[src/rtl/gp_pkg.sv]
// package: register map, reset values and widths of the port block
package gp_pkg;
    localparam int          ADR_W   = 8;
    localparam int          DAT_W   = 32;
    localparam int          IRQ_N   = 7;
    localparam int          ST_W    = 8;
    localparam int          KEY_BIT = 7;
    // register byte offsets
    localparam logic [7:0]  A_P2_DAT  = 8'h00;
    localparam logic [7:0]  A_P2_MODE = 8'h04;
    localparam logic [7:0]  A_P3_DAT  = 8'h08;
    localparam logic [7:0]  A_P3_DIR  = 8'h0c;
    localparam logic [7:0]  A_P3_PU   = 8'h10;
    localparam logic [7:0]  A_P3_MODE = 8'h14;
    localparam logic [7:0]  A_P4_DAT  = 8'h18;
    localparam logic [7:0]  A_P4_DIR  = 8'h1c;
    localparam logic [7:0]  A_P4_PU   = 8'h20;
    localparam logic [7:0]  A_P5_DAT  = 8'h24;
    localparam logic [7:0]  A_P5_DIR  = 8'h28;
    localparam logic [7:0]  A_P5_PU   = 8'h2c;
    localparam logic [7:0]  A_P6_DAT  = 8'h30;
    localparam logic [7:0]  A_P6_DIR  = 8'h34;
    localparam logic [7:0]  A_P7_DAT  = 8'h38;
    localparam logic [7:0]  A_P7_DIR  = 8'h3c;
    localparam logic [7:0]  A_P7_PU   = 8'h40;
    localparam logic [7:0]  A_P7_MODE = 8'h44;
    localparam logic [7:0]  A_P12_DAT = 8'h48;
    localparam logic [7:0]  A_P12_DIR = 8'h4c;
    localparam logic [7:0]  A_P12_PU  = 8'h50;
    localparam logic [7:0]  A_P12_MOD = 8'h54;
    localparam logic [7:0]  A_P13_DAT = 8'h58;
    localparam logic [7:0]  A_P14_DAT = 8'h5c;
    localparam logic [7:0]  A_P14_DIR = 8'h60;
    localparam logic [7:0]  A_P14_PU  = 8'h64;
    localparam logic [7:0]  A_P14_MOD = 8'h68;
    localparam logic [7:0]  A_EDGE_R  = 8'h6c;
    localparam logic [7:0]  A_EDGE_F  = 8'h70;
    localparam logic [7:0]  A_IRQ_ST  = 8'h74;
    localparam logic [7:0]  A_IRQ_MSK = 8'h78;
    // reset values: direction all input, everything else clear
    localparam logic [7:0]  DIR_RST   = 8'hff;
    localparam logic [7:0]  CFG_RST   = 8'h00;
endpackage

[src/rtl/gp_port_ctrl.sv]
// module: port pin control with wishbone registers and edge interrupts
//
// Operation
// - Port 2 is eight input-only pins that become analog channels in mode.
// - Each multi-use pin picks port or alternate function on its own.
// - Port 3 is four I/O pins with per-bit direction register.
// - Every I/O port but port 6 has a per-pin pull-up enable register.
// - External interrupt pins detect rising, falling or both edges.
// - Port 3 in mode gives four interrupt inputs, timer clock and output.
// - Ports 4 and 5 are four I/O pins each with direction and pull-up.
// - Port 6 is four open-drain I/O pins with no pull-up control.
// - Port 7 is eight I/O pins that act as key interrupts in mode.
// - Port 12 is one I/O pin that is an edge interrupt input in mode.
// - Port 13 is one output-only pin driven from its latch.
// - Port 14 is two I/O pins giving interrupts, clock and buzzer out.
// - A low level on the system reset pin resets the block.
//
// Register access over Wishbone and the placing of the registers were chosen for this implementation.
`timescale 1ns/10ps
module gp_port_ctrl (
    input  wire logic        clk_i,
    input  wire logic        rst_i,
    input  wire logic        sys_reset_n_i,
    input  wire logic        wb_cyc_i,
    input  wire logic        wb_stb_i,
    input  wire logic        wb_we_i,
    input  wire logic [7:0]  wb_adr_i,
    input  wire logic [3:0]  wb_sel_i,
    input  wire logic [31:0] wb_dat_i,
    output logic      [31:0] wb_dat_o,
    output logic             wb_ack_o,
    output logic             irq_o,
    input  wire logic [7:0]  p2_pin_i,
    output logic      [7:0]  analog_input_channels_o,
    input  wire logic [3:0]  p3_pin_i,
    output logic      [3:0]  p3_out_o,
    output logic      [3:0]  p3_oe_o,
    output logic      [3:0]  p3_pu_o,
    input  wire logic        timer_b_output_i,
    output logic             timer_b_count_clock_in_o,
    input  wire logic [3:0]  p4_pin_i,
    output logic      [3:0]  p4_out_o,
    output logic      [3:0]  p4_oe_o,
    output logic      [3:0]  p4_pu_o,
    input  wire logic [3:0]  p5_pin_i,
    output logic      [3:0]  p5_out_o,
    output logic      [3:0]  p5_oe_o,
    output logic      [3:0]  p5_pu_o,
    input  wire logic [3:0]  p6_pin_i,
    output logic      [3:0]  p6_out_o,
    output logic      [3:0]  p6_oe_o,
    input  wire logic [7:0]  p7_pin_i,
    output logic      [7:0]  p7_out_o,
    output logic      [7:0]  p7_oe_o,
    output logic      [7:0]  p7_pu_o,
    input  wire logic        p12_pin_i,
    output logic             p12_out_o,
    output logic             p12_oe_o,
    output logic             p12_pu_o,
    output logic             p13_out_o,
    input  wire logic [1:0]  p14_pin_i,
    output logic      [1:0]  p14_out_o,
    output logic      [1:0]  p14_oe_o,
    output logic      [1:0]  p14_pu_o,
    input  wire logic        clock_output_src_i,
    input  wire logic        buzzer_output_src_i
);
    logic        rst;
    logic        ack_r;
    logic        acc;
    logic        wr;
    logic        rd;
    logic [7:0]  wd;
    logic [31:0] rdat;
    logic [7:0]  p2_mode_r;
    logic [3:0]  p3_lat_r, p3_dir_r, p3_pu_r, p3_mode_r;
    logic [3:0]  p4_lat_r, p4_dir_r, p4_pu_r;
    logic [3:0]  p5_lat_r, p5_dir_r, p5_pu_r;
    logic [3:0]  p6_lat_r, p6_dir_r;
    logic [7:0]  p7_lat_r, p7_dir_r, p7_pu_r, p7_mode_r;
    logic        p12_lat_r, p12_dir_r, p12_pu_r, p12_mode_r;
    logic        p13_lat_r;
    logic [1:0]  p14_lat_r, p14_dir_r, p14_pu_r, p14_mode_r;
    logic [6:0]  edge_rise_r, edge_fall_r;
    logic [7:0]  irq_st_r, irq_st_nxt, irq_msk_r;
    logic [6:0]  src, src_en, src_prev_r, ev;
    logic [7:0]  p7_prev_r;
    logic        key_ev;

    assign rst = rst_i | ~sys_reset_n_i;
    assign acc = wb_cyc_i & wb_stb_i & ~ack_r;
    assign wr  = acc & wb_we_i & wb_sel_i[0];
    assign rd  = acc & ~wb_we_i;
    assign wd  = wb_dat_i[7:0];

    // bus handshake: one wait state, ack for one cycle
    always_ff @(posedge clk_i) begin
        if (rst) begin
            ack_r    <= 1'b0;
            wb_dat_o <= 32'h0;
        end else begin
            ack_r    <= acc;
            wb_dat_o <= rd ? rdat : 32'h0;
        end
    end
    assign wb_ack_o = ack_r;

    // read mux, unmapped reads as zero
    always_comb begin
        rdat = 32'h0;
        if (wb_adr_i == gp_pkg::A_P2_DAT)
            rdat[7:0] = p2_pin_i & ~p2_mode_r;
        else if (wb_adr_i == gp_pkg::A_P2_MODE)
            rdat[7:0] = p2_mode_r;
        else if (wb_adr_i == gp_pkg::A_P3_DAT)
            rdat[3:0] = (p3_dir_r & p3_pin_i) | (~p3_dir_r & p3_lat_r);
        else if (wb_adr_i == gp_pkg::A_P3_DIR)
            rdat[3:0] = p3_dir_r;
        else if (wb_adr_i == gp_pkg::A_P3_PU)
            rdat[3:0] = p3_pu_r;
        else if (wb_adr_i == gp_pkg::A_P3_MODE)
            rdat[3:0] = p3_mode_r;
        else if (wb_adr_i == gp_pkg::A_P4_DAT)
            rdat[3:0] = (p4_dir_r & p4_pin_i) | (~p4_dir_r & p4_lat_r);
        else if (wb_adr_i == gp_pkg::A_P4_DIR)
            rdat[3:0] = p4_dir_r;
        else if (wb_adr_i == gp_pkg::A_P4_PU)
            rdat[3:0] = p4_pu_r;
        else if (wb_adr_i == gp_pkg::A_P5_DAT)
            rdat[3:0] = (p5_dir_r & p5_pin_i) | (~p5_dir_r & p5_lat_r);
        else if (wb_adr_i == gp_pkg::A_P5_DIR)
            rdat[3:0] = p5_dir_r;
        else if (wb_adr_i == gp_pkg::A_P5_PU)
            rdat[3:0] = p5_pu_r;
        else if (wb_adr_i == gp_pkg::A_P6_DAT)
            rdat[3:0] = (p6_dir_r & p6_pin_i) | (~p6_dir_r & p6_lat_r);
        else if (wb_adr_i == gp_pkg::A_P6_DIR)
            rdat[3:0] = p6_dir_r;
        else if (wb_adr_i == gp_pkg::A_P7_DAT)
            rdat[7:0] = (p7_dir_r & p7_pin_i) | (~p7_dir_r & p7_lat_r);
        else if (wb_adr_i == gp_pkg::A_P7_DIR)
            rdat[7:0] = p7_dir_r;
        else if (wb_adr_i == gp_pkg::A_P7_PU)
            rdat[7:0] = p7_pu_r;
        else if (wb_adr_i == gp_pkg::A_P7_MODE)
            rdat[7:0] = p7_mode_r;
        else if (wb_adr_i == gp_pkg::A_P12_DAT)
            rdat[0] = p12_dir_r ? p12_pin_i : p12_lat_r;
        else if (wb_adr_i == gp_pkg::A_P12_DIR)
            rdat[0] = p12_dir_r;
        else if (wb_adr_i == gp_pkg::A_P12_PU)
            rdat[0] = p12_pu_r;
        else if (wb_adr_i == gp_pkg::A_P12_MOD)
            rdat[0] = p12_mode_r;
        else if (wb_adr_i == gp_pkg::A_P13_DAT)
            rdat[0] = p13_lat_r;
        else if (wb_adr_i == gp_pkg::A_P14_DAT)
            rdat[1:0] = (p14_dir_r & p14_pin_i) | (~p14_dir_r & p14_lat_r);
        else if (wb_adr_i == gp_pkg::A_P14_DIR)
            rdat[1:0] = p14_dir_r;
        else if (wb_adr_i == gp_pkg::A_P14_PU)
            rdat[1:0] = p14_pu_r;
        else if (wb_adr_i == gp_pkg::A_P14_MOD)
            rdat[1:0] = p14_mode_r;
        else if (wb_adr_i == gp_pkg::A_EDGE_R)
            rdat[6:0] = edge_rise_r;
        else if (wb_adr_i == gp_pkg::A_EDGE_F)
            rdat[6:0] = edge_fall_r;
        else if (wb_adr_i == gp_pkg::A_IRQ_ST)
            rdat[7:0] = irq_st_r;
        else if (wb_adr_i == gp_pkg::A_IRQ_MSK)
            rdat[7:0] = irq_msk_r;
    end

    // configuration and latch registers
    always_ff @(posedge clk_i) begin
        if (rst) begin
            p2_mode_r  <= gp_pkg::CFG_RST;
            p3_lat_r   <= gp_pkg::CFG_RST[3:0];
            p3_dir_r   <= gp_pkg::DIR_RST[3:0];
            p3_pu_r    <= gp_pkg::CFG_RST[3:0];
            p3_mode_r  <= gp_pkg::CFG_RST[3:0];
            p4_lat_r   <= gp_pkg::CFG_RST[3:0];
            p4_dir_r   <= gp_pkg::DIR_RST[3:0];
            p4_pu_r    <= gp_pkg::CFG_RST[3:0];
            p5_lat_r   <= gp_pkg::CFG_RST[3:0];
            p5_dir_r   <= gp_pkg::DIR_RST[3:0];
            p5_pu_r    <= gp_pkg::CFG_RST[3:0];
            p6_lat_r   <= gp_pkg::CFG_RST[3:0];
            p6_dir_r   <= gp_pkg::DIR_RST[3:0];
            p7_lat_r   <= gp_pkg::CFG_RST;
            p7_dir_r   <= gp_pkg::DIR_RST;
            p7_pu_r    <= gp_pkg::CFG_RST;
            p7_mode_r  <= gp_pkg::CFG_RST;
            p12_lat_r  <= gp_pkg::CFG_RST[0];
            p12_dir_r  <= gp_pkg::DIR_RST[0];
            p12_pu_r   <= gp_pkg::CFG_RST[0];
            p12_mode_r <= gp_pkg::CFG_RST[0];
            p13_lat_r  <= gp_pkg::CFG_RST[0];
            p14_lat_r  <= gp_pkg::CFG_RST[1:0];
            p14_dir_r  <= gp_pkg::DIR_RST[1:0];
            p14_pu_r   <= gp_pkg::CFG_RST[1:0];
            p14_mode_r <= gp_pkg::CFG_RST[1:0];
            edge_rise_r <= gp_pkg::CFG_RST[6:0];
            edge_fall_r <= gp_pkg::CFG_RST[6:0];
            irq_msk_r  <= gp_pkg::CFG_RST;
        end else if (wr) begin
            if (wb_adr_i == gp_pkg::A_P2_MODE)
                p2_mode_r <= wd;
            else if (wb_adr_i == gp_pkg::A_P3_DAT)
                p3_lat_r <= wd[3:0];
            else if (wb_adr_i == gp_pkg::A_P3_DIR)
                p3_dir_r <= wd[3:0];
            else if (wb_adr_i == gp_pkg::A_P3_PU)
                p3_pu_r <= wd[3:0];
            else if (wb_adr_i == gp_pkg::A_P3_MODE)
                p3_mode_r <= wd[3:0];
            else if (wb_adr_i == gp_pkg::A_P4_DAT)
                p4_lat_r <= wd[3:0];
            else if (wb_adr_i == gp_pkg::A_P4_DIR)
                p4_dir_r <= wd[3:0];
            else if (wb_adr_i == gp_pkg::A_P4_PU)
                p4_pu_r <= wd[3:0];
            else if (wb_adr_i == gp_pkg::A_P5_DAT)
                p5_lat_r <= wd[3:0];
            else if (wb_adr_i == gp_pkg::A_P5_DIR)
                p5_dir_r <= wd[3:0];
            else if (wb_adr_i == gp_pkg::A_P5_PU)
                p5_pu_r <= wd[3:0];
            else if (wb_adr_i == gp_pkg::A_P6_DAT)
                p6_lat_r <= wd[3:0];
            else if (wb_adr_i == gp_pkg::A_P6_DIR)
                p6_dir_r <= wd[3:0];
            else if (wb_adr_i == gp_pkg::A_P7_DAT)
                p7_lat_r <= wd;
            else if (wb_adr_i == gp_pkg::A_P7_DIR)
                p7_dir_r <= wd;
            else if (wb_adr_i == gp_pkg::A_P7_PU)
                p7_pu_r <= wd;
            else if (wb_adr_i == gp_pkg::A_P7_MODE)
                p7_mode_r <= wd;
            else if (wb_adr_i == gp_pkg::A_P12_DAT)
                p12_lat_r <= wd[0];
            else if (wb_adr_i == gp_pkg::A_P12_DIR)
                p12_dir_r <= wd[0];
            else if (wb_adr_i == gp_pkg::A_P12_PU)
                p12_pu_r <= wd[0];
            else if (wb_adr_i == gp_pkg::A_P12_MOD)
                p12_mode_r <= wd[0];
            else if (wb_adr_i == gp_pkg::A_P13_DAT)
                p13_lat_r <= wd[0];
            else if (wb_adr_i == gp_pkg::A_P14_DAT)
                p14_lat_r <= wd[1:0];
            else if (wb_adr_i == gp_pkg::A_P14_DIR)
                p14_dir_r <= wd[1:0];
            else if (wb_adr_i == gp_pkg::A_P14_PU)
                p14_pu_r <= wd[1:0];
            else if (wb_adr_i == gp_pkg::A_P14_MOD)
                p14_mode_r <= wd[1:0];
            else if (wb_adr_i == gp_pkg::A_EDGE_R)
                edge_rise_r <= wd[6:0];
            else if (wb_adr_i == gp_pkg::A_EDGE_F)
                edge_fall_r <= wd[6:0];
            else if (wb_adr_i == gp_pkg::A_IRQ_MSK)
                irq_msk_r <= wd;
        end
    end

    // pin drivers, dir bit 1 means input
    always_ff @(posedge clk_i) begin
        if (rst) begin
            p3_out_o  <= 4'h0;
            p3_oe_o   <= 4'h0;
            p4_out_o  <= 4'h0;
            p4_oe_o   <= 4'h0;
            p5_out_o  <= 4'h0;
            p5_oe_o   <= 4'h0;
            p6_out_o  <= 4'h0;
            p6_oe_o   <= 4'h0;
            p7_out_o  <= 8'h00;
            p7_oe_o   <= 8'h00;
            p12_out_o <= 1'b0;
            p12_oe_o  <= 1'b0;
            p13_out_o <= 1'b0;
            p14_out_o <= 2'h0;
            p14_oe_o  <= 2'h0;
            analog_input_channels_o  <= 8'h00;
            timer_b_count_clock_in_o <= 1'b0;
        end else begin
            p3_out_o  <= {p3_mode_r[3] ? timer_b_output_i : p3_lat_r[3],
                          p3_lat_r[2:0]};
            p3_oe_o   <= ~p3_dir_r;
            p4_out_o  <= p4_lat_r;
            p4_oe_o   <= ~p4_dir_r;
            p5_out_o  <= p5_lat_r;
            p5_oe_o   <= ~p5_dir_r;
            p6_out_o  <= 4'h0;
            p6_oe_o   <= ~p6_dir_r & ~p6_lat_r;
            p7_out_o  <= p7_lat_r;
            p7_oe_o   <= ~p7_dir_r;
            p12_out_o <= p12_lat_r;
            p12_oe_o  <= ~p12_dir_r;
            p13_out_o <= p13_lat_r;
            p14_out_o <= {p14_mode_r[1] ? buzzer_output_src_i : p14_lat_r[1],
                          p14_mode_r[0] ? clock_output_src_i : p14_lat_r[0]};
            p14_oe_o  <= ~p14_dir_r;
            analog_input_channels_o  <= p2_mode_r;
            timer_b_count_clock_in_o <= p3_mode_r[3] & p3_pin_i[3];
        end
    end
    assign p3_pu_o  = p3_pu_r;
    assign p4_pu_o  = p4_pu_r;
    assign p5_pu_o  = p5_pu_r;
    assign p7_pu_o  = p7_pu_r;
    assign p12_pu_o = p12_pu_r;
    assign p14_pu_o = p14_pu_r;

    // interrupt sources: 0 port 12, 1..4 port 3, 5..6 port 14
    assign src    = {p14_pin_i, p3_pin_i, p12_pin_i};
    assign src_en = {p14_mode_r, p3_mode_r, p12_mode_r};

    genvar gi;
    generate
        for (gi = 0; gi < gp_pkg::IRQ_N; gi++) begin : g_edge
            assign ev[gi] = src_en[gi] &
                ((edge_rise_r[gi] & src[gi] & ~src_prev_r[gi]) |
                 (edge_fall_r[gi] & ~src[gi] & src_prev_r[gi]));
        end
    endgenerate
    assign key_ev = |(p7_mode_r & ~p7_pin_i & p7_prev_r);

    always_ff @(posedge clk_i) begin
        if (rst) begin
            src_prev_r <= 7'h00;
            p7_prev_r  <= 8'h00;
        end else begin
            src_prev_r <= src;
            p7_prev_r  <= p7_pin_i;
        end
    end

    // sticky status, read clears, a new event wins
    always_comb begin
        irq_st_nxt = irq_st_r;
        if (rd && wb_adr_i == gp_pkg::A_IRQ_ST)
            irq_st_nxt = 8'h00;
        irq_st_nxt = irq_st_nxt | {key_ev, ev};
    end

    always_ff @(posedge clk_i) begin
        if (rst) begin
            irq_st_r <= 8'h00;
            irq_o    <= 1'b0;
        end else begin
            irq_st_r <= irq_st_nxt;
            irq_o    <= |(irq_st_nxt & irq_msk_r);
        end
    end

    AST_P2_READ: assert property (@(posedge clk_i) disable iff (rst)
        rd && wb_adr_i == gp_pkg::A_P2_DAT |=>
        wb_dat_o[7:0] == $past(p2_pin_i & ~p2_mode_r))
        else $error("port 2 read value wrong");
    AST_P3_DIR: assert property (@(posedge clk_i) disable iff (rst)
        wr && wb_adr_i == gp_pkg::A_P3_DIR |-> ##2
        p3_oe_o == ~$past(wb_dat_i[3:0], 2))
        else $error("port 3 direction not applied");
    AST_P4_PU: assert property (@(posedge clk_i) disable iff (rst)
        wr && wb_adr_i == gp_pkg::A_P4_PU |=>
        p4_pu_o == $past(wb_dat_i[3:0]))
        else $error("port 4 pull-up not applied");
    AST_EDGE: assert property (@(posedge clk_i) disable iff (rst)
        p12_mode_r && edge_rise_r[0] && $rose(p12_pin_i) |=> irq_st_r[0])
        else $error("rising edge not captured");
    AST_TMR_OUT: assert property (@(posedge clk_i) disable iff (rst)
        p3_mode_r[3] && $stable(p3_mode_r) |=>
        p3_out_o[3] == $past(timer_b_output_i))
        else $error("timer output not routed");
    AST_OPEN_DRAIN: assert property (@(posedge clk_i) disable iff (rst)
        ##1 p6_oe_o == $past(~p6_dir_r & ~p6_lat_r) && p6_out_o == 4'h0)
        else $error("port 6 drove high");
    AST_KEY: assert property (@(posedge clk_i) disable iff (rst)
        |(p7_mode_r & ~p7_pin_i & $past(p7_pin_i)) |=>
        irq_st_r[gp_pkg::KEY_BIT])
        else $error("key interrupt missed");
    AST_P13: assert property (@(posedge clk_i) disable iff (rst)
        wr && wb_adr_i == gp_pkg::A_P13_DAT |-> ##2
        p13_out_o == $past(wb_dat_i[0], 2))
        else $error("port 13 latch not driven");
    AST_BUZ: assert property (@(posedge clk_i) disable iff (rst)
        p14_mode_r[1] && $stable(p14_mode_r) |=>
        p14_out_o[1] == $past(buzzer_output_src_i))
        else $error("buzzer not routed");
    AST_RST: assert property (@(posedge clk_i) disable iff (rst_i)
        !sys_reset_n_i |=> p3_dir_r == 4'hf && !wb_ack_o && !irq_o)
        else $error("reset pin not honoured");
endmodule

[config.mk]
export PLATFORM = sky130hd
export DESIGN_NAME = gp_port_ctrl
export DESIGN_NICKNAME = d
export VERILOG_FILES = /design/src/rtl/gp_pkg.sv /design/src/rtl/gp_port_ctrl.sv
export SDC_FILE = /design/constraint.sdc
export NUM_CORES = 1
export LEC_CHECK = 0
export ABC_AREA = 1
export ABC_CLOCK_PERIOD_IN_PS = 4900
export BUFFER_PORTS_ARGS = -buffer_cell sky130_fd_sc_hd__clkbuf_2
export CAP_MARGIN = 0
export CORE_AREA = 2 2 144 146
export CTS_CLUSTER_SIZE = 10
export DETAILED_ROUTE_END_ITERATION = 16
export DIE_AREA = 0 0 146 148
export GPL_TIMING_DRIVEN = 0
export PLACE_DENSITY = 0.71
export SYNTH_ARGS = -nofsm -noshare
export SYNTH_HDL_FRONTEND = slang
export SYNTH_SLANG_ARGS = --single-unit
[constraint.sdc]
create_clock -name clk_i -period 4.9 [get_ports clk_i]
set_input_delay 0.245 -clock clk_i [delete_from_list [all_inputs] [get_ports clk_i]]
set_output_delay 0.245 -clock clk_i [all_outputs]
set_load 0.005 [all_outputs]
==> results by group <==
Placement
  • Inst Count DP: 1628
  • HPWL Detailed: 22400 um
  • Pre-CTS setup slack: about 1.6 ns
  • Routability cong.: 0.927
  • Port Buffer Count: ~150
  • Placed cell areas: 10100 sq um

Power
  • Switch share: 0.232
  • VDD IR-drop max: 230 uV
  • Pint: 2.72 mW
  • Static Leak: around 4.6 nW
  • Sequential power share: 0.498
  • Clock group share of total power: 0.444
  • P per Cell Area: 325 nW/um^2
  • Comb pwr share: 0.058
  • Sw Pwr: 0.820 mW
  • Power Total: between 3 and 4 mW

GRT
  • Vias in the first global route: between 8k and 9k
  • Initial antenna violation count: 0
  • First-pass GRT wire length: between 40000 and 50000 um
  • GRT overflow: 0
  • GRT Total Usage: 0.273
  • Largest net degree at the start of global routing: 12

Worst setup path
  • Reg2reg start: wb_ack_o
  • Crit path to: p7_pu_o[7]
  • CP startpoint kind: flop
  • Worst Reg-to-Reg Cells: 11
  • Critical Path AT: 3.23 ns
  • Crit. Startpoint: wb_ack_o
  • Max FO, Critical Path: 10
  • Worst path required time: about 5.3 ns
  • Reg2reg end: p7_pu_o[7]
  • R2R setup slack: 2.07 ns
  • Element type at the critical path end: flop
  • WS Path Type: flop to flop

Logic synthesis
  • Register bit total from synthesis: 216
  • Top_reg_cell synth: dfxtp_1
  • Synth Warn #: 0
  • Async set-reset flop share out of synthesis: 0
  • Post-Synth XOR/XNOR Area: 0
  • Cell taking the most area after synthesis: dfxtp_1
  • Post-synthesis adder-cell area fraction: 0
  • Mux contribution to synthesized area: 0.00112
  • Mapped Cells: 1180
  • Distinct cells, synth: 48
  • Synth area leaders: dfxtp_1 48%, a21oi_1 7.5%, nand2_1 7.3%, o21ai_0 6.8%, inv_1 6.2%
  • Seq/Total Area, Yosys: 0.484
  • Compound-cell area share of the yosys netlist: 0.216
  • EDFF count, synth: 0
  • Synthesized area per cell: 7.57 sq um
  • Simple-gate share of the synthesized area: 0.190
  • Synthesized area: slightly below 9000 sq um
  • Synth top area share: 0.484
  • Largest family of logic cells by synthesized area: compound AO/OA/AOI/OAI gates

Timing
  • Final Worst Setup Slack: 2.07 ns
  • Slew headroom: 0.371
  • Post-layout minimum cycle time: roughly 2.8 ns
  • Hold_ws: ~0.012 ns
  • Max Clock Freq: 353 MHz
  • RSZ-0062 raised after global routing: no
  • Setup violators final: 0
  • Worst Tran Pin Value: 0.943 ns
  • Final TNS setup: 0 ns
  • Final period util: 0.578
  • Max-slew violation count: 0
  • Clock skew: 0.00981 ns
  • Final Hold Vio Count: 0

Drt
  • Vias per std cell: 5.34
  • Average wire per standard cell: 18.3 um
  • Vias: 8913
  • First-pass iteration count of the detailed router: 5
  • Drt total wl: 30500 um
  • Antenna viol nets, final: 0
  • DRT iter0 DRCs: 840
  • Residual DRC: 0

Floorplan
  • Die X: 146 um
  • Die height: 148 um
  • Initial Util: 0.446
  • Row Count: 52
  • Core ar.: 20000 sq um
  • Die area: 21600 sq um
  • Ports: ~210

Clock tree
  • Clk buf depth: 3
  • Worst-Skew Late Latency: approximately 0.52 ns
  • CTS tree: built
  • CTS root buf: clkbuf_16
  • CTS buffer count: 25
  • Resized Gates After CTS: 0
  • Clock slew at reported path FFs: 0.05 ns
  • Hold-fix buffers at CTS: 14
  • H-tree levels: 1
  • Postcts setup bufs: 0
  • CTS sink cnt: 216

Final layout
  • Filler cells: 1962
  • Final Core Density: 0.544
  • # diodes: 0
  • Final Non-Filler Cells: 1669
  • Layout Nets: 1487
  • Share of cells above drive strength 1: 0.178
  • Area growth syn-to-layout: 22.0%
  • Design area: 10900 sq um

Status
  • Status: completed

Flow run
  • Maxcap violations: 0

Min path
  • Worst hold path type: input pin to flop
## worst min path at each step
stage	from	to	depth (start not counted)
finish	p7_pin_i[7]	p7_prev_r[7]	3
floorplan	p3_pin_i[1]	src_prev_r[2]	2
global placement	p6_lat_r[1]	p6_oe_o[1]	1
CTS	p7_pin_i[6]	p7_prev_r[6]	3
detailed placement	p6_lat_r[3]	p6_oe_o[3]	1
global route	p7_pin_i[7]	p7_prev_r[7]	3
## worst max-delay path, cell delays in order (launching register included)
cell       delay (ns)
dfxtp_1          0.32
nor2_2           0.17
nand3_2          0.29
nor2_8           0.31
inv_2            0.11
nor3_4           0.28
inv_2            0.15
a21oi_4          0.30
o2111ai_2        0.29
buf_2            0.29
o21ai_1          0.13
a21oi_1          0.05
## synth_stat cells, types with 7 or more instances
| master | count |
|---|---|
| buf_4 | 29 |
| nand2_1 | 173 |
| nand3_1 | 32 |
| nand4_1 | 12 |
| nor2_2 | 12 |
| o21ai_0 | 122 |
| inv_1 | 147 |
| nor3_1 | 9 |
| a221oi_1 | 7 |
| dfxtp_1 | 216 |
| nor2_1 | 143 |
| a211oi_1 | 8 |
| o22ai_1 | 9 |
| a21oi_1 | 134 |
| clkbuf_1 | 36 |
| o211ai_1 | 28 |
| inv_2 | 8 |
## layer usage
layer / vias to the layer above / track usage / share of wire
li1: 4280 / - / -
met1: 4084 / 0.361 / 0.42
met2: 452 / 0.443 / 0.45
met3: 97 / 0.0494 / 0.086
met4: 0 / 0.108 / 0.039
met5: - / 0 / 0
## power groups by stage
stage | clock network [mW] | registers [mW] | logic [mW]
floorplan | 0 | 1.80 | 0.101
global placement | 0 | 1.80 | 0.189
detailed placement | 0 | 1.80 | 0.190
CTS | 1.59 | 1.76 | 0.199
global route | 1.66 | 1.76 | 0.218
finish | 1.57 | 1.76 | 0.205
## registers in the layout, indices dropped and copies added, names as in the netlist, 7 cells and up
name / flops
analog_input_channels_o: 8
irq_msk_r: 8
irq_st_r: 8
p2_mode_r: 8
p7_dir_r: 8
p7_lat_r: 8
p7_mode_r: 8
p7_oe_o: 8
p7_out_o: 8
p7_prev_r: 8
p7_pu_o: 8
wb_dat_o: 8
edge_fall_r: 7
edge_rise_r: 7
src_prev_r: 7
## cell type report
cell class	count	area (sq um)	share of cell area
sequential	216	4320	0.397
tap	270	338	0.0310
inverter	157	592	0.0543
clock buffer	26	629	0.0577
buffer	68	374	0.0343
timing repair buffer	165	896	0.0822
clock inverter	1	5.00	0.000459
multi-input combinational	766	3750	0.344
## cell usage in the layout, fill, tap and decap left out, drive strengths merged
cell type    instances
nor2               159
o2bb2ai              1
mux2i                1
a22o                 1
nor4                 3
o22ai                9
a31oi                2
conb                28
inv                156
nor3                10
a32oi                3
dlygate4sd3         14
nand2              175
or2                  2
nand3               36
o211ai              28
o31ai                1
nand4               12
clkbuf             213
and3                 1
a2bb2oi              1
buf                 32
a21oi              137
a221oi               7
o311ai               1
o21ai              128
o221ai               3
a311oi               2
dfxtp              216
a211oi               8
clkinv               2
o2111ai              4
a21o                 2
o21bai               1
## cells by family after synthesis
group / after synthesis
other cells: 1
buf+inv: 225
simple gates: 398
compound gates: 339
mux: 1
flops: 216
(Power assumes the default switching activity.)
